$ cat src/inc/backup_ctrl_pkg.sv
package backup_ctrl_pkg;
  // register byte offsets on the bus
  localparam logic [7:0] ADDR_RESET_CTRL_TWO = 8'h00;
  localparam logic [7:0] ADDR_CONTEXT_A      = 8'h04;
  localparam logic [7:0] ADDR_CONTEXT_B      = 8'h08;
  localparam logic [7:0] ADDR_CAL_CTRL       = 8'h0c;
  localparam logic [7:0] ADDR_IRQ_STATUS     = 8'h10;
  localparam logic [7:0] ADDR_IRQ_MASK       = 8'h14;
  localparam logic [7:0] ADDR_MODE_STATUS    = 8'h18;
  localparam int         ADDR_W              = 8;
  localparam int         DATA_W              = 32;

  // reset control register two and event layout
  localparam int BIT_EXIT_FLAG = 0;
  localparam int BIT_LOST_FLAG = 1;
  localparam int EVENT_W       = 2;
  // calendar control layout
  localparam int BIT_CAL_EN    = 0;
  localparam int BIT_CAL_SRC   = 1;

  // reset values
  localparam logic [EVENT_W-1:0] EVENTS_NONE  = 2'h0;
  localparam logic               FLAG_SET     = 1'b1;
  localparam logic               FLAG_CLR     = 1'b0;
  localparam logic               SRC_SECONDARY = 1'b0;

  // wake-up power-on reset timing
  localparam int CLK_PERIOD_PS = 8000;
  localparam int WAKE_POR_NS   = 1000;
  localparam int WAKE_POR_CYC  =
    (WAKE_POR_NS * 1000 + CLK_PERIOD_PS - 1) / CLK_PERIOD_PS;
  localparam int CNT_W         = 16;

  // power mode states, one-hot
  typedef enum logic [2:0] {
    ST_RUN    = 3'b001,
    ST_BACKUP = 3'b010,
    ST_WAKE   = 3'b100
  } mode_e;
endpackage : backup_ctrl_pkg

$ cat src/inc/reg_access_if.sv
`timescale 1ns/10ps
interface reg_access_if
  import backup_ctrl_pkg::*;
();
  logic              wr_en;  // one-cycle write strobe
  logic [ADDR_W-1:0] addr;   // byte address of the access
  logic [DATA_W-1:0] wdata;  // write data, valid with wr_en
  logic [DATA_W-1:0] rdata;  // read data for addr
  modport bus  (output wr_en, addr, wdata, input rdata);
  modport regs (input wr_en, addr, wdata, output rdata);
endinterface : reg_access_if

$ cat src/design/ahb_reg_slave.sv
`timescale 1ns/10ps
module ahb_reg_slave
  import backup_ctrl_pkg::*;
(
  input  wire logic              ref_clk_i,
  input  wire logic              reset_i,
  input  wire logic              hsel_i,
  input  wire logic [31:0]       haddr_i,
  input  wire logic [1:0]        htrans_i,
  input  wire logic              hwrite_i,
  input  wire logic [31:0]       hwdata_i,
  input  wire logic              hready_i,
  output logic      [31:0]       hrdata_o,
  output logic                   hreadyout_o,
  output logic                   hresp_o,
  reg_access_if.bus              regs
);
  logic              wr_ph_q;  // write data phase
  logic              rd_ph_q;  // read data phase, first cycle
  logic [ADDR_W-1:0] addr_q;   // captured address
  logic              take;     // address phase accepted

  // nonseq or seq selected while the bus is ready
  assign take = hsel_i && htrans_i[1] && hready_i;

  // address phase capture
  always_ff @(posedge ref_clk_i) begin
    if (reset_i) begin
      wr_ph_q <= 1'b0;
      rd_ph_q <= 1'b0;
      addr_q  <= '0;
    end else begin
      wr_ph_q <= take && hwrite_i;
      rd_ph_q <= take && !hwrite_i;
      if (take) begin
        addr_q <= {haddr_i[ADDR_W-1:2], 2'b00};
      end
    end
  end

  // read data flopped in the one wait cycle
  always_ff @(posedge ref_clk_i) begin
    if (reset_i) begin
      hrdata_o <= '0;
    end else if (rd_ph_q) begin
      hrdata_o <= regs.rdata;
    end
  end

  // reads take one wait state, writes none
  assign hreadyout_o = !rd_ph_q;
  assign hresp_o     = 1'b0;
  assign regs.wr_en  = wr_ph_q;
  assign regs.addr   = addr_q;
  assign regs.wdata  = hwdata_i;
endmodule : ahb_reg_slave

$ cat src/design/backup_mode_ctrl.sv
// The placing of the registers and register access over AHB-Lite were chosen for this implementation.
`timescale 1ns/10ps
module backup_mode_ctrl
  import backup_ctrl_pkg::*;
#(
  parameter int WAKE_CYC = WAKE_POR_CYC  // wake reset length in cycles
)(
  input  wire logic        ref_clk_i,
  input  wire logic        reset_i,
  input  wire logic        hsel_i,
  input  wire logic [31:0] haddr_i,
  input  wire logic [1:0]  htrans_i,
  input  wire logic        hwrite_i,
  input  wire logic [2:0]  hsize_i,
  input  wire logic [31:0] hwdata_i,
  input  wire logic        hready_i,
  output logic      [31:0] hrdata_o,
  output logic             hreadyout_o,
  output logic             hresp_o,
  input  wire logic        main_supply_ok_i,
  input  wire logic        backup_retain_ok_i,
  input  wire logic        backup_present_i,
  output logic             sys_por_o,
  output logic             sfr_reset_o,
  output logic             calendar_run_o,
  output logic             calendar_src_o,
  output logic             osc_pin_hold_o,
  output logic             irq_o
);
  localparam int   NSYNC    = 3;     // supply status inputs
  localparam logic SYNC_RST = 1'b1;  // supplies read as good in reset

  reg_access_if regs ();     // register access from the bus slave

  logic [NSYNC-1:0] pins_raw;  // raw supply status pins
  logic [NSYNC-1:0] sync1_q;   // first synchroniser stage
  logic [NSYNC-1:0] sync2_q;   // second synchroniser stage
  logic             main_ok;   // main supply present
  logic             retain_ok; // backup above retention level
  logic             present;   // backup above reset threshold

  mode_e            state_q;   // power mode
  mode_e            state_d;
  logic [CNT_W-1:0] wake_cnt_q;  // wake reset cycle count
  logic             exit_flag_q; // left backup mode
  logic             lost_flag_q; // backup supply lost
  logic [31:0]      ctx_a_q;     // retained context word a
  logic [31:0]      ctx_b_q;     // retained context word b
  logic             cal_en_q;    // calendar enable
  logic             cal_sel_q;   // software source choice
  logic             cal_src_q;   // source in use
  logic [EVENT_W-1:0] irq_stat_q;  // sticky events
  logic [EVENT_W-1:0] irq_mask_q;  // event enables
  logic [EVENT_W-1:0] ev;          // events this cycle
  logic             wr_rc2;      // write to reset control two
  logic             wr_ctx_a;
  logic             wr_ctx_b;
  logic             wr_cal;
  logic             wr_stat;
  logic             wr_mask;
  logic             enter_bkp;   // main supply just lost
  logic             leave_bkp;   // main supply just back
  logic             supply_loss; // lost condition in backup

  // bus slave front end; hsize is word only and not checked
  ahb_reg_slave u_slave (
    .ref_clk_i   (ref_clk_i),
    .reset_i     (reset_i),
    .hsel_i      (hsel_i),
    .haddr_i     (haddr_i),
    .htrans_i    (htrans_i),
    .hwrite_i    (hwrite_i),
    .hwdata_i    (hwdata_i),
    .hready_i    (hready_i),
    .hrdata_o    (hrdata_o),
    .hreadyout_o (hreadyout_o),
    .hresp_o     (hresp_o),
    .regs        (regs.bus)
  );

  // raw status pins gathered for the synchroniser loop
  assign pins_raw = {main_supply_ok_i, backup_retain_ok_i,
                     backup_present_i};

  // two-stage synchronisers, one per supply status pin; reset reads the
  // supplies as good so that release does not fake a backup exit
  for (genvar i = 0; i < NSYNC; i++) begin : g_sync
    always_ff @(posedge ref_clk_i) begin
      if (reset_i) begin
        sync1_q[i] <= SYNC_RST;
        sync2_q[i] <= SYNC_RST;
      end else begin
        sync1_q[i] <= pins_raw[i];
        sync2_q[i] <= sync1_q[i];
      end
    end
  end
  assign main_ok   = sync2_q[2];
  assign retain_ok = sync2_q[1];
  assign present   = sync2_q[0];

  // write strobes per register
  assign wr_rc2   = regs.wr_en && regs.addr == ADDR_RESET_CTRL_TWO;
  assign wr_ctx_a = regs.wr_en && regs.addr == ADDR_CONTEXT_A;
  assign wr_ctx_b = regs.wr_en && regs.addr == ADDR_CONTEXT_B;
  assign wr_cal   = regs.wr_en && regs.addr == ADDR_CAL_CTRL;
  assign wr_stat  = regs.wr_en && regs.addr == ADDR_IRQ_STATUS;
  assign wr_mask  = regs.wr_en && regs.addr == ADDR_IRQ_MASK;

  assign enter_bkp   = state_q == ST_RUN && !main_ok;
  assign leave_bkp   = state_q == ST_BACKUP && main_ok;
  // main supply gone and backup drained or missing
  assign supply_loss = state_q == ST_BACKUP && (!retain_ok || !present);

  // power mode sequencing
  always_comb begin
    state_d = state_q;
    unique case (state_q)
      ST_RUN: begin
        if (!main_ok) begin
          state_d = ST_BACKUP;
        end
      end
      // stay until the main supply returns
      ST_BACKUP: begin
        if (main_ok) begin
          state_d = ST_WAKE;
        end
      end
      // hold power-on reset its full length unless the main supply drops again, which returns to backup
      ST_WAKE: begin
        if (!main_ok) begin
          state_d = ST_BACKUP;
        end else if (wake_cnt_q == CNT_W'(WAKE_CYC - 1)) begin
          state_d = ST_RUN;
        end
      end
    endcase
  end

  // mode register; first power-up also runs the reset sequence
  always_ff @(posedge ref_clk_i) begin
    if (reset_i) begin
      state_q <= ST_WAKE;
    end else begin
      state_q <= state_d;
    end
  end

  // wake reset counter, restarted on every entry to wake
  always_ff @(posedge ref_clk_i) begin
    if (reset_i) begin
      wake_cnt_q <= '0;
    end else if (state_q != ST_WAKE) begin
      wake_cnt_q <= '0;
    end else begin
      wake_cnt_q <= wake_cnt_q + CNT_W'(1);
    end
  end

  // reset outputs toward the rest of the device
  assign sys_por_o   = state_q == ST_WAKE;
  assign sfr_reset_o = state_q != ST_RUN;

  // exit flag: set on leaving backup, cleared by writing zero
  always_ff @(posedge ref_clk_i) begin
    if (reset_i) begin
      exit_flag_q <= FLAG_CLR;
    end else if (leave_bkp) begin
      exit_flag_q <= FLAG_SET;
    end else if (wr_rc2 && !regs.wdata[BIT_EXIT_FLAG]) begin
      exit_flag_q <= FLAG_CLR;
    end
  end

  // lost flag: set at first power-up and on backup loss
  always_ff @(posedge ref_clk_i) begin
    if (reset_i) begin
      lost_flag_q <= FLAG_SET;
    end else if (supply_loss) begin
      lost_flag_q <= FLAG_SET;
    end else if (wr_rc2 && !regs.wdata[BIT_LOST_FLAG]) begin
      lost_flag_q <= FLAG_CLR;
    end
  end

  // retained context words; lost only with the backup supply
  always_ff @(posedge ref_clk_i) begin
    if (reset_i) begin
      ctx_a_q <= '0;
      ctx_b_q <= '0;
    end else if (state_q == ST_BACKUP && !retain_ok) begin
      ctx_a_q <= '0;
      ctx_b_q <= '0;
    end else begin
      if (wr_ctx_a && state_q == ST_RUN) begin
        ctx_a_q <= regs.wdata;
      end
      if (wr_ctx_b && state_q == ST_RUN) begin
        ctx_b_q <= regs.wdata;
      end
    end
  end

  // calendar control survives the wake reset
  always_ff @(posedge ref_clk_i) begin
    if (reset_i) begin
      cal_en_q  <= 1'b0;
      cal_sel_q <= SRC_SECONDARY;
    end else if (supply_loss) begin
      cal_en_q  <= 1'b0;  // calendar state lost with supply
    end else if (wr_cal && state_q == ST_RUN) begin
      cal_en_q  <= regs.wdata[BIT_CAL_EN];
      cal_sel_q <= regs.wdata[BIT_CAL_SRC];
    end
  end

  // source in use follows software only outside backup
  always_ff @(posedge ref_clk_i) begin
    if (reset_i) begin
      cal_src_q <= SRC_SECONDARY;
    end else if (state_q != ST_BACKUP && !enter_bkp) begin
      cal_src_q <= cal_sel_q;
    end
  end

  // calendar runs only when enabled; idle otherwise in backup
  assign calendar_run_o = cal_en_q;
  assign calendar_src_o = cal_src_q;
  // oscillator pins keep state in backup while they clock the calendar
  assign osc_pin_hold_o = state_q == ST_BACKUP && cal_en_q &&
                          cal_src_q == SRC_SECONDARY;

  // interrupt events, sticky; write one clears, set wins
  assign ev[BIT_EXIT_FLAG] = leave_bkp;
  assign ev[BIT_LOST_FLAG] = supply_loss && !lost_flag_q;
  always_ff @(posedge ref_clk_i) begin
    if (reset_i) begin
      irq_stat_q <= EVENTS_NONE;
      irq_mask_q <= EVENTS_NONE;
    end else begin
      irq_stat_q <= ev | (irq_stat_q &
                    ~(wr_stat ? regs.wdata[EVENT_W-1:0] : EVENTS_NONE));
      if (wr_mask) begin
        irq_mask_q <= regs.wdata[EVENT_W-1:0];
      end
    end
  end
  assign irq_o = |(irq_stat_q & irq_mask_q);

  // register read mux; unmapped reads as zero
  always_comb begin
    regs.rdata = '0;
    unique case (regs.addr)
      ADDR_RESET_CTRL_TWO: begin
        regs.rdata[BIT_EXIT_FLAG] = exit_flag_q;
        regs.rdata[BIT_LOST_FLAG] = lost_flag_q;
      end
      ADDR_CONTEXT_A: regs.rdata = ctx_a_q;
      ADDR_CONTEXT_B: regs.rdata = ctx_b_q;
      ADDR_CAL_CTRL: begin
        regs.rdata[BIT_CAL_EN]  = cal_en_q;
        regs.rdata[BIT_CAL_SRC] = cal_sel_q;
      end
      ADDR_IRQ_STATUS: regs.rdata[EVENT_W-1:0] = irq_stat_q;
      ADDR_IRQ_MASK:   regs.rdata[EVENT_W-1:0] = irq_mask_q;
      ADDR_MODE_STATUS: regs.rdata[2:0] = state_q;
      default: regs.rdata = '0;
    endcase
  end
endmodule : backup_mode_ctrl

$ cat config.mk
export PLATFORM = sky130hd
export DESIGN_NAME = backup_mode_ctrl
export DESIGN_NICKNAME = d
export VERILOG_FILES = /design/src/inc/backup_ctrl_pkg.sv /design/src/inc/reg_access_if.sv /design/src/design/ahb_reg_slave.sv /design/src/design/backup_mode_ctrl.sv
export SDC_FILE = /design/constraint.sdc
export NUM_CORES = 1
export LEC_CHECK = 0
export BUFFER_PORTS_ARGS = -buffer_cell sky130_fd_sc_hd__buf_2
export CAP_MARGIN = 20
export CORE_UTILIZATION = 50
export CTS_CLUSTER_DIAMETER = 100
export DETAILED_ROUTE_END_ITERATION = 8
export PLACE_DENSITY = 0.71
export SETUP_SLACK_MARGIN = 0.15
export SYNTH_ARGS = -nofsm -noshare
export SYNTH_HDL_FRONTEND = slang
export SYNTH_SLANG_ARGS = --single-unit
$ cat constraint.sdc
create_clock -name ref_clk_i -period 2.1 [get_ports ref_clk_i]
set_clock_uncertainty 0.1 [all_clocks]
set_input_delay 0.42 -clock ref_clk_i [delete_from_list [all_inputs] [get_ports ref_clk_i]]
set_output_delay 0.42 -clock ref_clk_i [all_outputs]
set_load 0.05 [all_outputs]
==> results.rst <==
.. list-table::
   :header-rows: 1

   * - Metric
     - Value
   * - Unrepaired setup endpoints after global routing
     - true
   * - Die boundary width
     - 107 um
   * - Minimum clock period after layout
     - 2.17 ns
   * - Vias after detailed routing
     - 5113
   * - Detailed-routing wirelength on met1
     - 6160 um
   * - Failing checks
     - setup timing
   * - Mapped Nets
     - 723
   * - Layout Area Growth over Synthesis
     - 28.1%
   * - Slack of the critical path
     - -0.0694 ns
   * - Maximum net fanout on the critical path
     - 2
   * - Synthesis-stage register bit count
     - 138
   * - CTS sink cnt
     - 138
   * - Number of standard-cell rows in the floorplan
     - 37
   * - WHS
     - 0.0248 ns
   * - Max IR drop VDD
     - 0.432 mV
   * - Worst path arrival time
     - 1.65 ns
   * - Sequential-to-total area share from yosys stat
     - 50.4%
   * - Met3 Wirelength
     - 1110 um
   * - Max Fclk
     - 461 MHz
   * - Number of filler cells placed in the layout
     - 855
   * - Biggest area consumer among synthesized cells
     - dfxtp_1
   * - Critical path class
     - reg2out
   * - Leading cell type in the layout, fill and taps excluded
     - dfxtp_1
   * - Routed length on met2
     - 7450 um
   * - Worst rel slew slack
     - 60.3%
   * - Endpoint of the most critical setup path
     - osc_pin_hold_o
   * - Insertion delay to the later sink of the worst-skew pair
     - 0.53 ns
   * - Top metal layer carrying routed signals
     - met4
   * - Hold Violations, Final
     - 0
   * - Type of element capturing the critical path
     - output port
   * - Count of routing violations after the opening detailed-route iteration
     - 429
   * - H-tree depth
     - 4
   * - Hold WC Path Type
     - in2reg
   * - Leakage power total
     - 2.71 nW
   * - Clock transition at the register clock pins on the worst setup and hold paths after CTS
     - 0.06 ns
   * - Most used flip-flop cell after synthesis
     - dfxtp_1
   * - Max Slew Vio Count
     - 0
   * - Antenna cells
     - 0
   * - Number of failing setup endpoints in the final timing report
     - 2
   * - Startpoint Class
     - flop
   * - Crit Reg-Reg Startpoint
     - state_q[1]
   * - CTS tree
     - done
   * - Synthesized area divided by synthesized cell count
     - 8.51 sq um
   * - Number of enable-type register cells in the synthesized netlist
     - 0
   * - TritonCTS Buffers
     - 17
   * - Final net count
     - 819
   * - Post-route antenna net violation count
     - 0
   * - Final weighted congestion in routability-driven placement
     - 0.876
   * - Antenna violations before repair
     - 0
   * - Routed via count divided by cell count
     - 5.76
   * - Max Root-Sink Buffers
     - 2
   * - All-layer global routing usage
     - 26.7%
   * - Setup slack at placement
     - 0.0987 ns
   * - Total power density per cell area
     - 897 nW/um^2
   * - Worst setup path start
     - state_q[0]
   * - Post-route DRC
     - 0
   * - Cell count after synthesis
     - 644
   * - Via count of the first global-routing pass
     - 4938
   * - Required time of the worst setup path
     - 1.58 ns
   * - Total wire length after detailed routing
     - 14900 um
   * - Async set-or-reset flop fraction in the synthesized netlist
     - 0%
   * - Pin count of the biggest net entering global routing
     - 49
   * - Initial core utilization
     - 52.4%
   * - Area of the die
     - 11400 sq um
   * - Top-Level Pins
     - 117
   * - Average wire per cell in the routed design
     - 16.8 um
   * - Area share of the largest cell type after synthesis
     - 50.4%
   * - Main area contributors after synthesis
     - dfxtp_1, nand2_1, a21oi_1
   * - Number of violations of the max-capacitance limit
     - 0
   * - IO Port Bufs
     - 85
   * - HP Start
     - haddr_i[2]
   * - Synth warn
     - 0
   * - Post-synthesis cell area
     - 5480 sq um
   * - Status
     - finished, violations left
   * - Area of all placed cells without fillers
     - 7020 sq um
   * - Area inside the core boundary
     - 10500 sq um
   * - Fraction of layout cells with a size suffix above 1
     - 24.3%
   * - Area after DPL
     - 6080 sq um
   * - FF-to-FF End
     - ctx_b_q[3]
   * - Final total negative setup slack
     - -0.127 ns
   * - Most used cells in the layout excluding fill and tap cells
     - dfxtp_1, nand2_1, buf_2, a21oi_1, nor2_1
   * - Worst Tran Pin Value
     - 0.587 ns
   * - Library cells used by synthesis
     - 49
   * - FF-to-FF setup slack
     - 0.19 ns
   * - First-pass iteration count of the detailed router
     - 5
   * - Cell chosen for the clock root
     - clkbuf_8
   * - DPL Wire Length
     - 8690 um
   * - Total congestion overflow
     - 0
   * - Final Core Density
     - 67.1%
   * - First-pass GRT wire length
     - 23600 um
   * - Final Cycle Share
     - 103%
   * - Depth of the most critical reg-to-reg path
     - 8
   * - Die height
     - 107 um
[logic make-up after synthesis]
family / after synthesis / synth area share (%)
simple gates: 292 / 25.2
mux: 18 / 3.36
other cells: 1 / 0.0684
flops: 138 / 50.4
buf+inv: 58 / 4.77
xor+xnor: 8 / 1.28
fa+ha+maj: 2 / 0.456
compound gates: 127 / 14.5
[per-stage QoR]
step / cells / power, mW
floorplan: 644 / 2.97
detailed placement: 837 / 3.10
global route: 888 / 6.47
finish: 888 / 6.30
CTS: 885 / 6.28
global placement: 837 / 3.10
[metal layers]
layer | track usage [%] | vias to the layer above
li1 | - | 2440
met1 | 32.4 | 2437
met2 | 45.1 | 217
met3 | 7.66 | 19
met4 | 9.30 | 0
met5 | 0 | -
[worst min-delay path by stage]
stage / slack [ns] / depth (start not counted) / endpoint
6_report: 0.02 / 3 / u_slave.regs.addr[2]
5_1_grt: 0.03 / 3 / ctx_b_q[13]
4_1_cts: 0.01 / 3 / u_slave.regs.addr[2]
3_5_place_dp: 0.30 / 1 / retain_ok
3_3_place_gp: 0.29 / 1 / main_ok
2_1_floorplan: 0.29 / 1 / main_ok
[power breakdown]
group	switching [mW]	internal (mW)
Sequential	0.0309	2.66
Clock	1.12	2.05
Combinational	0.261	0.182
[cell usage after synthesis, types with 2 or more instances]
library cell  number
dfxtp_1          138
nand2_1          103
a21oi_1           74
nor2_1            59
nand3_1           43
nor3_1            34
a221oi_1          29
clkbuf_1          29
mux2i_1           15
buf_2             14
inv_1              9
o21ai_0            8
or2_2              7
and3_1             6
xnor2_1            6
buf_4              5
nand4_1            5
or3_1              5
nor2b_1            4
nor3b_1            4
a211oi_1           3
mux2_2             3
nor4_1             3
o31ai_1            3
or4_1              3
and2_1             2
and4_1             2
ha_1               2
nand2b_1           2
nand4b_1           2
o21bai_1           2
or3b_2             2
xor2_1             2
[sequential cells by signal, indices dropped and copies added (netlist names)]
signal	flops
ctx_a_q	32
ctx_b_q	32
u_slave.hrdata_o	32
wake_cnt_q	16
u_slave.regs.addr	6
state_q	3
sync1_q	3
irq_mask_q	2
irq_stat_q	2
cal_sel_q	1
calendar_run_o	1
calendar_src_o	1
exit_flag_q	1
lost_flag_q	1
main_ok	1
present	1
retain_ok	1
u_slave.rd_ph_q	1
u_slave.regs.wr_en	1
[what timing repair did]
item / 4_1_cts / 5_1_grt
gates cloned: 1 / 1
resized for setup: 20 / 15
pin swaps: 5 / 5
setup endpoints to repair: 16 / 73
hold endpoints to repair: 4 / 0
hold buffers: 4 / 0
setup buffers: 12 / 2
[final cells by class]
class	instances	area, sq um	area share, %
clock buffer	21	469	6.68
timing repair buffer	126	876	12.5
sequential	138	2780	39.6
inverter	9	37.5	0.535
multi-input combinational	448	2530	36.0
clock inverter	10	164	2.34
tap	136	170	2.42
[worst max-delay path: stages, from the launching register on]
cell     delay [ns]
dfxtp_4        0.35
or3b_4         0.40
nor3b_2        0.20
buf_6          0.18
No activity file was read; power rests on OpenSTA's default activity.
